===== config.mk =====
export PLATFORM = sky130hd
export DESIGN_NAME = tfdc_device_flat
export DESIGN_NICKNAME = d
export VERILOG_FILES = /design/src/tfdc_pkg.sv /design/src/tfdc_if.sv /design/src/tfdc_device.sv /design/src/tfdc_sync.sv /design/src/flat_wrapper.sv
export SDC_FILE = /design/constraint.sdc
export NUM_CORES = 1
export LEC_CHECK = 0
export ABC_AREA = 1
export BUFFER_PORTS_ARGS = -buffer_cell sky130_fd_sc_hd__buf_2
export CAP_MARGIN = 0
export CORE_AREA = 2 2 95 97
export DETAILED_ROUTE_END_ITERATION = 10
export DIE_AREA = 0 0 97 99
export SLEW_MARGIN = 20
export SYNTH_ARGS = -nofsm -noshare
export SYNTH_HDL_FRONTEND = slang
export SYNTH_SLANG_ARGS = --single-unit

===== constraint.sdc =====
create_clock -name clk -period 2.64 [get_ports clk]
set_input_delay 0.132 -clock clk [delete_from_list [all_inputs] [get_ports clk]]
set_output_delay 0.132 -clock clk [all_outputs]
set_load 0.02 [all_outputs]

===== src/tfdc_pkg.sv =====
// tfdc_pkg: constants shared by the driver-board control logic and its host end
// assumes a 20 MHz system clock and an 8-bit shared data bus
package tfdc_pkg;
  localparam int unsigned DATA_W        = 8;
  localparam int unsigned BAND_W        = 3;
  localparam int unsigned TAP_W         = 8;
  localparam int unsigned BIT_SH        = 3;
  localparam int unsigned BIT_PATH      = 4;
  localparam int unsigned BIT_KICK      = 5;
  localparam int unsigned CLK_HZ        = 20_000_000;
  localparam int unsigned KICK_US       = 20;
  localparam int unsigned KICK_CYC      = (KICK_US * (CLK_HZ / 1_000_000));
  localparam int unsigned TIMEOUT_MS    = 90;
  localparam int unsigned TIMEOUT_CYC   = (TIMEOUT_MS * (CLK_HZ / 1000));
  localparam int unsigned KICK_SEQ_CYC  = 200;
  // host register offsets
  localparam logic [3:0]  A_DELAY       = 4'h0;
  localparam logic [3:0]  A_SLOPE       = 4'h1;
  localparam logic [3:0]  A_CTRL        = 4'h2;
  localparam logic [3:0]  A_KICK        = 4'h3;
  localparam logic [3:0]  A_STATUS      = 4'h4;
  localparam logic [3:0]  A_BAND        = 4'h5;
  // host status bits
  localparam int unsigned ST_BUSY       = 0;
  localparam int unsigned ST_FAULT      = 1;
  localparam int unsigned ST_DONE       = 2;
  localparam logic [7:0]  CTRL_RST      = 8'h00;
endpackage : tfdc_pkg


===== src/tfdc_if.sv =====
// tfdc_if: data bus, strobes and status lines between host and driver board
// assumes both ends on one clock
`timescale 1ns/10ps
`default_nettype none
interface tfdc_if;
  logic [7:0] data_bus;
  logic       delay_dac_write_strobe;
  logic       slope_dac_write_strobe;
  logic       control_latch_write_strobe;
  logic       kicks_done_status;
  modport device (
    input  data_bus, delay_dac_write_strobe, slope_dac_write_strobe,
    input  control_latch_write_strobe,
    output kicks_done_status
  );
  modport host (
    output data_bus, delay_dac_write_strobe, slope_dac_write_strobe,
    output control_latch_write_strobe,
    input  kicks_done_status
  );
endinterface : tfdc_if
`default_nettype wire


===== src/tfdc_device.sv =====
// tfdc_device: driver-board digital control, latches, decoders and kick sequencer
// assumes strobes and data come from logic on clk; sweep and kick lines are pins
`timescale 1ns/10ps
`default_nettype none
module tfdc_device #(
  parameter int unsigned SEQ_CYC = tfdc_pkg::KICK_SEQ_CYC
) (
  // clock and reset
  input  wire logic                      clk,
  input  wire logic                      rst,
  // link to host
  tfdc_if.device                         bus,
  // board pins
  input  wire logic                      sweep_active,
  input  wire logic [2:0]                band_code,
  input  wire logic                      oscillator_kick_active_n,
  // DAC words
  output var  logic [7:0]                delay_dac_word,
  output var  logic [7:0]                slope_dac_word,
  // analog switch controls
  output var  logic                      delay_comp_enable,
  output var  logic                      delay_comp_reset,
  output var  logic [7:0]                divider_tap_sel,
  output var  logic                      band_zero_park,
  output var  logic                      band_zero_path,
  output var  logic                      band_high_path,
  output var  logic                      hold_path_select,
  output var  logic                      track_sample,
  output var  logic                      multiplier_kick_active_n,
  output var  logic                      kick_start
);
  //////////////////////////////////////////////////////////////////////////////
  // pin synchronisers
  logic              sweep_s;
  logic              okick_n_s;
  logic [2:0]        band_s;

  tfdc_sync #(.RST_VAL(1'b0)) u_sync_sweep (
    .clk (clk), .rst (rst), .d (sweep_active), .q (sweep_s)
  );
  tfdc_sync #(.RST_VAL(1'b1)) u_sync_okick (
    .clk (clk), .rst (rst), .d (oscillator_kick_active_n), .q (okick_n_s)
  );
  genvar gi;
  generate
    for (gi = 0; gi < tfdc_pkg::BAND_W; gi++) begin : g_band
      tfdc_sync #(.RST_VAL(1'b0)) u_sync_band (
        .clk (clk), .rst (rst), .d (band_code[gi]), .q (band_s[gi])
      );
    end
  endgenerate

  //////////////////////////////////////////////////////////////////////////////
  // latches written from the bus
  logic [7:0]  delay_reg, delay_next;
  logic [7:0]  slope_reg, slope_next;
  logic        sh_reg, sh_next;
  logic        path_reg, path_next;
  logic        kick_reg, kick_next;

  always_comb begin
    delay_next = delay_reg;
    slope_next = slope_reg;
    sh_next    = sh_reg;
    path_next  = path_reg;
    kick_next  = kick_reg;
    if (bus.delay_dac_write_strobe) begin
      delay_next = bus.data_bus;
    end
    if (bus.slope_dac_write_strobe) begin
      slope_next = bus.data_bus;
    end
    if (bus.control_latch_write_strobe) begin
      sh_next   = bus.data_bus[tfdc_pkg::BIT_SH];
      path_next = bus.data_bus[tfdc_pkg::BIT_PATH];
      kick_next = bus.data_bus[tfdc_pkg::BIT_KICK];
    end
  end

  always_ff @(posedge clk or posedge rst) begin
    if (rst) begin
      delay_reg <= 8'h00;
      slope_reg <= 8'h00;
      sh_reg    <= 1'b0;
      path_reg  <= 1'b0;
      kick_reg  <= 1'b0;
    end else begin
      delay_reg <= delay_next;
      slope_reg <= slope_next;
      sh_reg    <= sh_next;
      path_reg  <= path_next;
      kick_reg  <= kick_next;
    end
  end

  //////////////////////////////////////////////////////////////////////////////
  // kick sequencer: positive then negative pulse, stand-in timing
  typedef enum logic [1:0] {K_IDLE, K_POS, K_NEG} tfdc_kick_t;
  tfdc_kick_t  kst_reg, kst_next;
  logic [15:0] kcnt_reg, kcnt_next;
  logic        kprev_reg, kprev_next;
  logic        kstart_reg, kstart_next;
  logic [15:0] half_cyc;

  assign half_cyc = 16'(SEQ_CYC / 2);

  always_comb begin
    kst_next    = kst_reg;
    kcnt_next   = kcnt_reg;
    kprev_next  = kick_reg;
    kstart_next = 1'b0;
    case (kst_reg)
      K_IDLE: begin
        if (kick_reg && !kprev_reg) begin
          kst_next    = K_POS;
          kcnt_next   = 16'h0000;
          kstart_next = 1'b1;
        end
      end
      K_POS: begin
        kcnt_next = kcnt_reg + 16'h0001;
        if (kcnt_reg + 16'h0001 >= half_cyc) begin
          kst_next  = K_NEG;
          kcnt_next = 16'h0000;
        end
      end
      K_NEG: begin
        kcnt_next = kcnt_reg + 16'h0001;
        if (kcnt_reg + 16'h0001 >= half_cyc) begin
          kst_next  = K_IDLE;
          kcnt_next = 16'h0000;
        end
      end
      default: begin
        kst_next = K_IDLE;
      end
    endcase
  end

  always_ff @(posedge clk or posedge rst) begin
    if (rst) begin
      kst_reg    <= K_IDLE;
      kcnt_reg   <= 16'h0000;
      kprev_reg  <= 1'b0;
      kstart_reg <= 1'b0;
    end else begin
      kst_reg    <= kst_next;
      kcnt_reg   <= kcnt_next;
      kprev_reg  <= kprev_next;
      kstart_reg <= kstart_next;
    end
  end

  //////////////////////////////////////////////////////////////////////////////
  // decoders and switch controls, registered
  logic [7:0] tap_next, tap_reg;
  logic [7:0] outs_next, outs_reg;
  logic       mk_n;

  always_comb begin
    mk_n      = (kst_reg == K_IDLE);
    tap_next  = 8'h01 << band_s;
    outs_next = {
      mk_n,
      sh_reg & mk_n & okick_n_s,
      mk_n & okick_n_s,
      path_reg,
      (band_s != 3'h0),
      (band_s == 3'h0),
      !sweep_s,
      sweep_s
    };
  end

  always_ff @(posedge clk or posedge rst) begin
    if (rst) begin
      tap_reg  <= 8'h01;
      outs_reg <= 8'ha6;
    end else begin
      tap_reg  <= tap_next;
      outs_reg <= outs_next;
    end
  end

  assign delay_dac_word           = delay_reg;
  assign slope_dac_word           = slope_reg;
  assign divider_tap_sel          = tap_reg;
  assign delay_comp_enable        = outs_reg[0];
  assign delay_comp_reset         = outs_reg[1];
  assign band_zero_park           = outs_reg[2];
  assign band_zero_path           = outs_reg[2];
  assign band_high_path           = outs_reg[3];
  assign hold_path_select         = outs_reg[4];
  assign bus.kicks_done_status    = outs_reg[5];
  assign track_sample             = outs_reg[6];
  assign multiplier_kick_active_n = outs_reg[7];
  assign kick_start               = kstart_reg;
endmodule : tfdc_device
`default_nettype wire


===== src/tfdc_sync.sv =====
// tfdc_sync: three-stage synchroniser for pin inputs
// assumes the input is asynchronous to clk; out changes when stages 2 and 3 agree
`timescale 1ns/10ps
`default_nettype none
module tfdc_sync #(
  parameter logic RST_VAL = 1'b0
) (
  // clock and reset
  input  wire logic clk,
  input  wire logic rst,
  // signal
  input  wire logic d,
  output var  logic q
);
  logic [2:0] s_reg;
  logic [2:0] s_next;
  logic       q_next;
  logic       q_reg;

  always_comb begin
    s_next = {s_reg[1:0], d};
    q_next = (s_reg[1] == s_reg[2]) ? s_reg[2] : q_reg;
  end

  always_ff @(posedge clk or posedge rst) begin
    if (rst) begin
      s_reg <= {3{RST_VAL}};
      q_reg <= RST_VAL;
    end else begin
      s_reg <= s_next;
      q_reg <= q_next;
    end
  end

  assign q = q_reg;
endmodule : tfdc_sync
`default_nettype wire


===== src/flat_wrapper.sv =====
// flat-port wrapper written by rule: the top's interface ports become plain ports
module tfdc_device_flat 
#(
  parameter int unsigned SEQ_CYC = tfdc_pkg::KICK_SEQ_CYC
)
  (clk, rst, sweep_active, band_code, oscillator_kick_active_n, delay_dac_word, slope_dac_word, delay_comp_enable, delay_comp_reset, divider_tap_sel, band_zero_park, band_zero_path, band_high_path, hold_path_select, track_sample, multiplier_kick_active_n, kick_start, bus_data_bus, bus_delay_dac_write_strobe, bus_slope_dac_write_strobe, bus_control_latch_write_strobe, bus_kicks_done_status);
  tfdc_if bus_i ();
  input  wire logic clk;
  input  wire logic rst;
  input  wire logic sweep_active;
  input  wire logic [2:0] band_code;
  input  wire logic oscillator_kick_active_n;
  output var  logic [7:0] delay_dac_word;
  output var  logic [7:0] slope_dac_word;
  output var  logic delay_comp_enable;
  output var  logic delay_comp_reset;
  output var  logic [7:0] divider_tap_sel;
  output var  logic band_zero_park;
  output var  logic band_zero_path;
  output var  logic band_high_path;
  output var  logic hold_path_select;
  output var  logic track_sample;
  output var  logic multiplier_kick_active_n;
  output var  logic kick_start;
  input wire logic [$bits(bus_i.data_bus)-1:0] bus_data_bus;
  input wire logic [$bits(bus_i.delay_dac_write_strobe)-1:0] bus_delay_dac_write_strobe;
  input wire logic [$bits(bus_i.slope_dac_write_strobe)-1:0] bus_slope_dac_write_strobe;
  input wire logic [$bits(bus_i.control_latch_write_strobe)-1:0] bus_control_latch_write_strobe;
  output wire logic [$bits(bus_i.kicks_done_status)-1:0] bus_kicks_done_status;
  assign bus_i.data_bus = bus_data_bus;
  assign bus_i.delay_dac_write_strobe = bus_delay_dac_write_strobe;
  assign bus_i.slope_dac_write_strobe = bus_slope_dac_write_strobe;
  assign bus_i.control_latch_write_strobe = bus_control_latch_write_strobe;
  assign bus_kicks_done_status = bus_i.kicks_done_status;
  tfdc_device #(.SEQ_CYC(SEQ_CYC)) u_core (.clk(clk), .rst(rst), .bus(bus_i), .sweep_active(sweep_active), .band_code(band_code), .oscillator_kick_active_n(oscillator_kick_active_n), .delay_dac_word(delay_dac_word), .slope_dac_word(slope_dac_word), .delay_comp_enable(delay_comp_enable), .delay_comp_reset(delay_comp_reset), .divider_tap_sel(divider_tap_sel), .band_zero_park(band_zero_park), .band_zero_path(band_zero_path), .band_high_path(band_high_path), .hold_path_select(hold_path_select), .track_sample(track_sample), .multiplier_kick_active_n(multiplier_kick_active_n), .kick_start(kick_start));
endmodule

# After elaboration in Yosys (flattened, before gate mapping)
# Cells that the tools add are included.
# word_totals
wordCells	56
output_inout_bits	34
ff_bits	75
input_bits	18
# op_classes
reduce_logical	10
n_bitwise	3
shifts	1
magnitude_cmp	1
eq_ne	10
muxes	9
addsub	1
# op_table
op	n
16-bit two-way mux	2
16-bit one-hot mux with 2 select lines	1
16-bit by 1-bit adder with 16-bit output, second input constant	1
16-bit by 7-bit greater-or-equal comparator with 1-bit output, second input constant	1
1-bit by 3-bit << shifter with 8-bit output, first input constant	1
2-bit two-way mux	3
2-bit one-hot mux with 3 select lines	1
1-bit == test	5
2-bit by 1-bit != test with 1-bit output, second input constant	2
1-bit AND	3
3-bit logical NOT	1
3-bit AND reduction	1
3-bit nonzero test	1
2-bit by 1-bit == test with 1-bit output, second input constant	1
2-bit == test, second input constant	1
1-bit logical NOT	2
2-bit logical NOT	1
1-bit two-way mux	2
2-bit != test, second input constant	1
2-bit AND reduction	1
2-bit nonzero test	1
2-bit OR reduction	1
1-bit logical AND	1

# Depth between registers and ports, before layout
# depth
word_depth	4
ltp_mapped	13
ltp_nobuf	13

# Hierarchy
# A second synthesis with hierarchy kept.
# hier_totals
cells_unflattened	304
hier_area_um2	3014.1
# by_module_without_submodules
mod	area_each_um2	cells_per_inst	instances	seq_area_each_um2
tfdc_device	2408.6	259	1	1356.3
tfdc_sync at u_core.g_band[0].u_sync_band ...	120.1	9	4	100.1
tfdc_sync at u_core.u_sync_okick	125.1	9	1	105.1

# Least setup slack after synthesis
# OpenSTA, ideal clock, no wires.
# synth_path
kind	register to register
startpoint	reg u_core.kcnt_reg[0]
endpoint	reg u_core.kst_reg[1]
arrival_ps	1519
setup_slack_ps	1004
synth_period_minus_slack_ps	1636
setup_ps	117
required_ps	2523
stages_incl_launch_ff	13
cell_sequence	dfrtp_1 -> ha_1 -> nand3_1 -> nor2_4 -> nor2_1 -> nor2_1 -> nand2_1 -> nor2_1 -> nor2_1 -> nand3_1 -> nand2_1 -> nand2_1 -> nand2_1
# synth_via
elab_chain_len	4
# synth_lines
element	line	source
from (decl)	tfdc_device.sv:100	logic [15:0] kcnt_reg, kcnt_next;
from (signal assigned)	tfdc_device.sv:148	kcnt_reg <= kcnt_next;
16-bit by 1-bit adder with 16-bit output *	tfdc_device.sv:122, tfdc_device.sv:129	
16-bit by 7-bit greater-or-equal comparator with 1-bit output *	tfdc_device.sv:122, tfdc_device.sv:129	
2-bit by 1-bit != test with 1-bit output (no source line)	--	
3-bit AND reduction (no source line) *	--	
to (signal assigned)	tfdc_device.sv:147	kst_reg <= kst_next;
to (decl)	tfdc_device.sv:99	tfdc_kick_t kst_reg, kst_next;
# Mark *: on every way between the ends. The rest lies on a longest branch, timed or not.
# A chain may end at the register's enable or synchronous reset.

# Worst setup path in the final report
# layout_path
startpoint	reg u_core.kst_reg[1]
endpoint	reg u_core.kcnt_reg[13]
# layout_via
elab_chain_len	4
# layout_lines
element	line	source
2-bit by 1-bit == test with 1-bit output / 2-bit == test (equally long branches)	tfdc_device.sv:112	case (kst_reg)
2-bit OR reduction (no source line)	--	
2-bit nonzero test (no source line)	--	
2-bit AND reduction (no source line)	--	
# Parallel ways exist; a longest one is shown, timed or not.

==> flow_summary.ini <==
[clock_tree]
cts_buffers = 9
cts_root_buf = clkbuf_8
cts_num_sinks = 74
cts_resized = 0
htreeDepth = 3
clk_latency_ns = 0.34
tritoncts = yes
ctsLongestPathBuffers = 2
clk_pin_slew_worst_paths_ns = 0.08

[run]
cap_violations = 0

[setup_path]
path_max_fanout = 9
critPathLaunchType = flop
worstPathArrival_ns = 2.25
cpPeakStageDelay_ns = 0.42
critical-path-slowest-cell = clkinv_1
required_ns = 2.89
r2r_cells = 6
critPathKind = flop to flop
path_delay_family = compound AO/OA/AOI/OAI gates
cp.depth = 6
worst-path-buf-inv = 2
crit_path_end_kind = flop
worstPathCellList = inv_1 -> ha_1 -> o21ai_0 -> o21ai_1 -> clkinv_1 -> nor2_1

[sta]
finalSetupViolCount = 0
fin_crit_sh_pct = 75.8
skew_ns = 0.0103
worstMarginPinSlew_ns = 0.593
rsz0062_at_grt = no
whs_ns = 0.0184
fin_setup_tns_ns = 0
finalHoldViolCount = 0
layout_min_cycle_time_ns = 2.00
drv_slew = 0
max_slew_margin_pct = 60.2
max_freq_mhz = 500

[placement]
io_buffers = 51
dp.cells = 426
dpl.hpwl_microns = 3580
gp_congestion = 0.826

[global_routing]
grt_pass1_vias = 2047
antenna_found_initial = 0
grt_overflow = 0
grt_use_total_pct = 11.3
grt_max_degree = 75
grt_pass1_wl_microns = 8860

[drt]
drc = 0
viasPerCell = 4.52
ant_nets = 0
wirelength_microns = 5070
drtIter0Drc = 65
drtPass1Iterations = 4
vias = 2021
wl_per_cell_microns = 11.4

[power_and_ir_drop]
vdd_drop_max_mv = 0.558
p_leak_nw = 1.74
power-per-cell-area_nw_per_um2 = 795

[floorplan]
die_h_microns = 99
start_util_pct = 33.9
ios = 52
die_w_microns = 97
rows = 34
core_sq_um = 8550
die_area_sq_um = 9600

[synth]
synth_nets = 292
synth_xor_area_share_pct = 0.604
syn_area_per_cell_sq_um = 10.7
synth_top_family_by_area = simple AND/OR/NAND/NOR gates
synth-seq-area-share_pct = 64.2
netlist_area_sq_um = 2900
yosysWarnings = 0
synthAdderAreaFrac_pct = 3.45
synth.area.mux_share_pct = 6.60
synth-compound-area-share_pct = 1.38
syn_inst = 270
ys_ff_latch = 74
synthSimpleGateAreaFrac_pct = 19.4
synth_cell_type_count = 23

[hold_path]
hold_class = primary input to flop
hold_depth = 3

[outcome]
status = completed

[layout]
drive_above_1_share_pct = 28.9
final_nets = 357
syn_to_final_growth_pct = 22.9
layout.cells.non_filler = 447
diodes = 0
largest_reg_flops = 16
cells in the mapped netlist:
master	instances	area share, %
inv_1	27	3.5
clkbuf_1	2	0.26
dfrtp_1	66	57
xnor2_1	2	0.60
o21ai_0	6	1.0
nor2_4	2	0.78
nand2_1	65	8.4
ha_1	4	1.7
mux2_2	17	6.6
buf_4	2	0.52
maj3_1	5	1.7
o21ai_1	1	0.17
a21oi_1	1	0.17
clkinv_1	1	0.13
nor3b_1	1	0.26
nand3b_1	1	0.26
nor2_1	25	3.2
nor3_1	9	1.6
nand3_1	15	2.6
nand2_4	1	0.39
dfstp_2	8	7.2
nor2_2	3	0.65
nand4_1	6	1.3
area by class of cell:
type                            count  area, sq um
Clock buffer                       11          141
Fill cell                         840         4980
Sequential cell                    74         1860
Clock inverter                      4         76.3
Timing Repair Buffer               58          335
Inverter                           28          105
Multi-Input combinational cell    164          912
Tap cell                          108          135
final timing paths:
| check | start | end | slack (ns) |
|---|---|---|---|
| worst min register to register | u_core.g_band[2].u_sync_band.s_reg[0] | u_core.g_band[2].u_sync_band.s_reg[1] | 0.35 |
| max in group asynchronous | rst | u_core.divider_tap_sel[0] | 1.89 |
| worst max register to register | u_core.kst_reg[1] | u_core.kcnt_reg[13] | 0.64 |
| worst min-delay path | bus_data_bus[3] | u_core.sh_reg | 0.02 |
| min in group asynchronous | rst | u_core.g_band[0].u_sync_band.s_reg[0] | 0.42 |
| worst max-delay path | u_core.kst_reg[1] | u_core.kcnt_reg[13] | 0.64 |
cells in the final DEF (no fill, tap or decap), drive strengths merged:
cell,instances
o21ai,7
inv,27
nand2,66
dlygate4sd3,6
ha,4
clkbuf,11
nor3b,1
a21oi,1
xnor2,2
nand4,6
nor2,30
clkinv,2
dfstp,8
buf,52
maj3,5
nand3b,1
nor3,9
mux2,17
dfrtp,66
bufinv,2
nand3,15
clkinvlp,1
stage by stage:
step                      setup WS (ns)  util, %  cell area (sq um)  power [mW]
after floorplan                   0.640        -               2900        1.74
after global placement            0.740     38.5               3290        1.89
after detailed placement          0.660     38.5               3290        1.91
after CTS                         0.614     41.7               3570        2.88
after global routing              0.372     41.7               3570        3.00
final                             0.639     41.7               3570        2.83
where the power goes:
part           switching, mW  internal, mW  total, mW
Combinational          0.359         0.190      0.549
Sequential            0.0739          1.26       1.34
Clock                  0.394         0.555      0.948
Total                  0.826          2.01       2.83
logic make-up after synthesis:
family,count (synthesis)
compound gates,8
buf+inv,32
mux,17
xor+xnor,2
fa+ha+maj,9
simple gates,128
flops,74
what timing repair did:
item,in CTS,in global routing
hold buffers,6,0
setup buffers,0,0
hold endpoints to repair,71,0
routing by layer:
| metal | GRT usage, % | share of wire (%) | wire length, microns |
|---|---|---|---|
| met1 | 14.0 | 45 | 2300 |
| met2 | 17.9 | 47 | 2410 |
| met3 | 3.26 | 5.4 | 276 |
| met4 | 5.74 | 1.7 | 88 |
| met5 | 0 | 0 | 0 |
worst reg2reg max path, stage by stage, from the launching register on:
cell      delay (ns)
dfrtp_1         0.40
inv_1           0.09
ha_1            0.23
o21ai_0         0.20
o21ai_1         0.38
clkinv_1        0.42
nor2_1          0.19
Power figures use the tool's default switching activity.
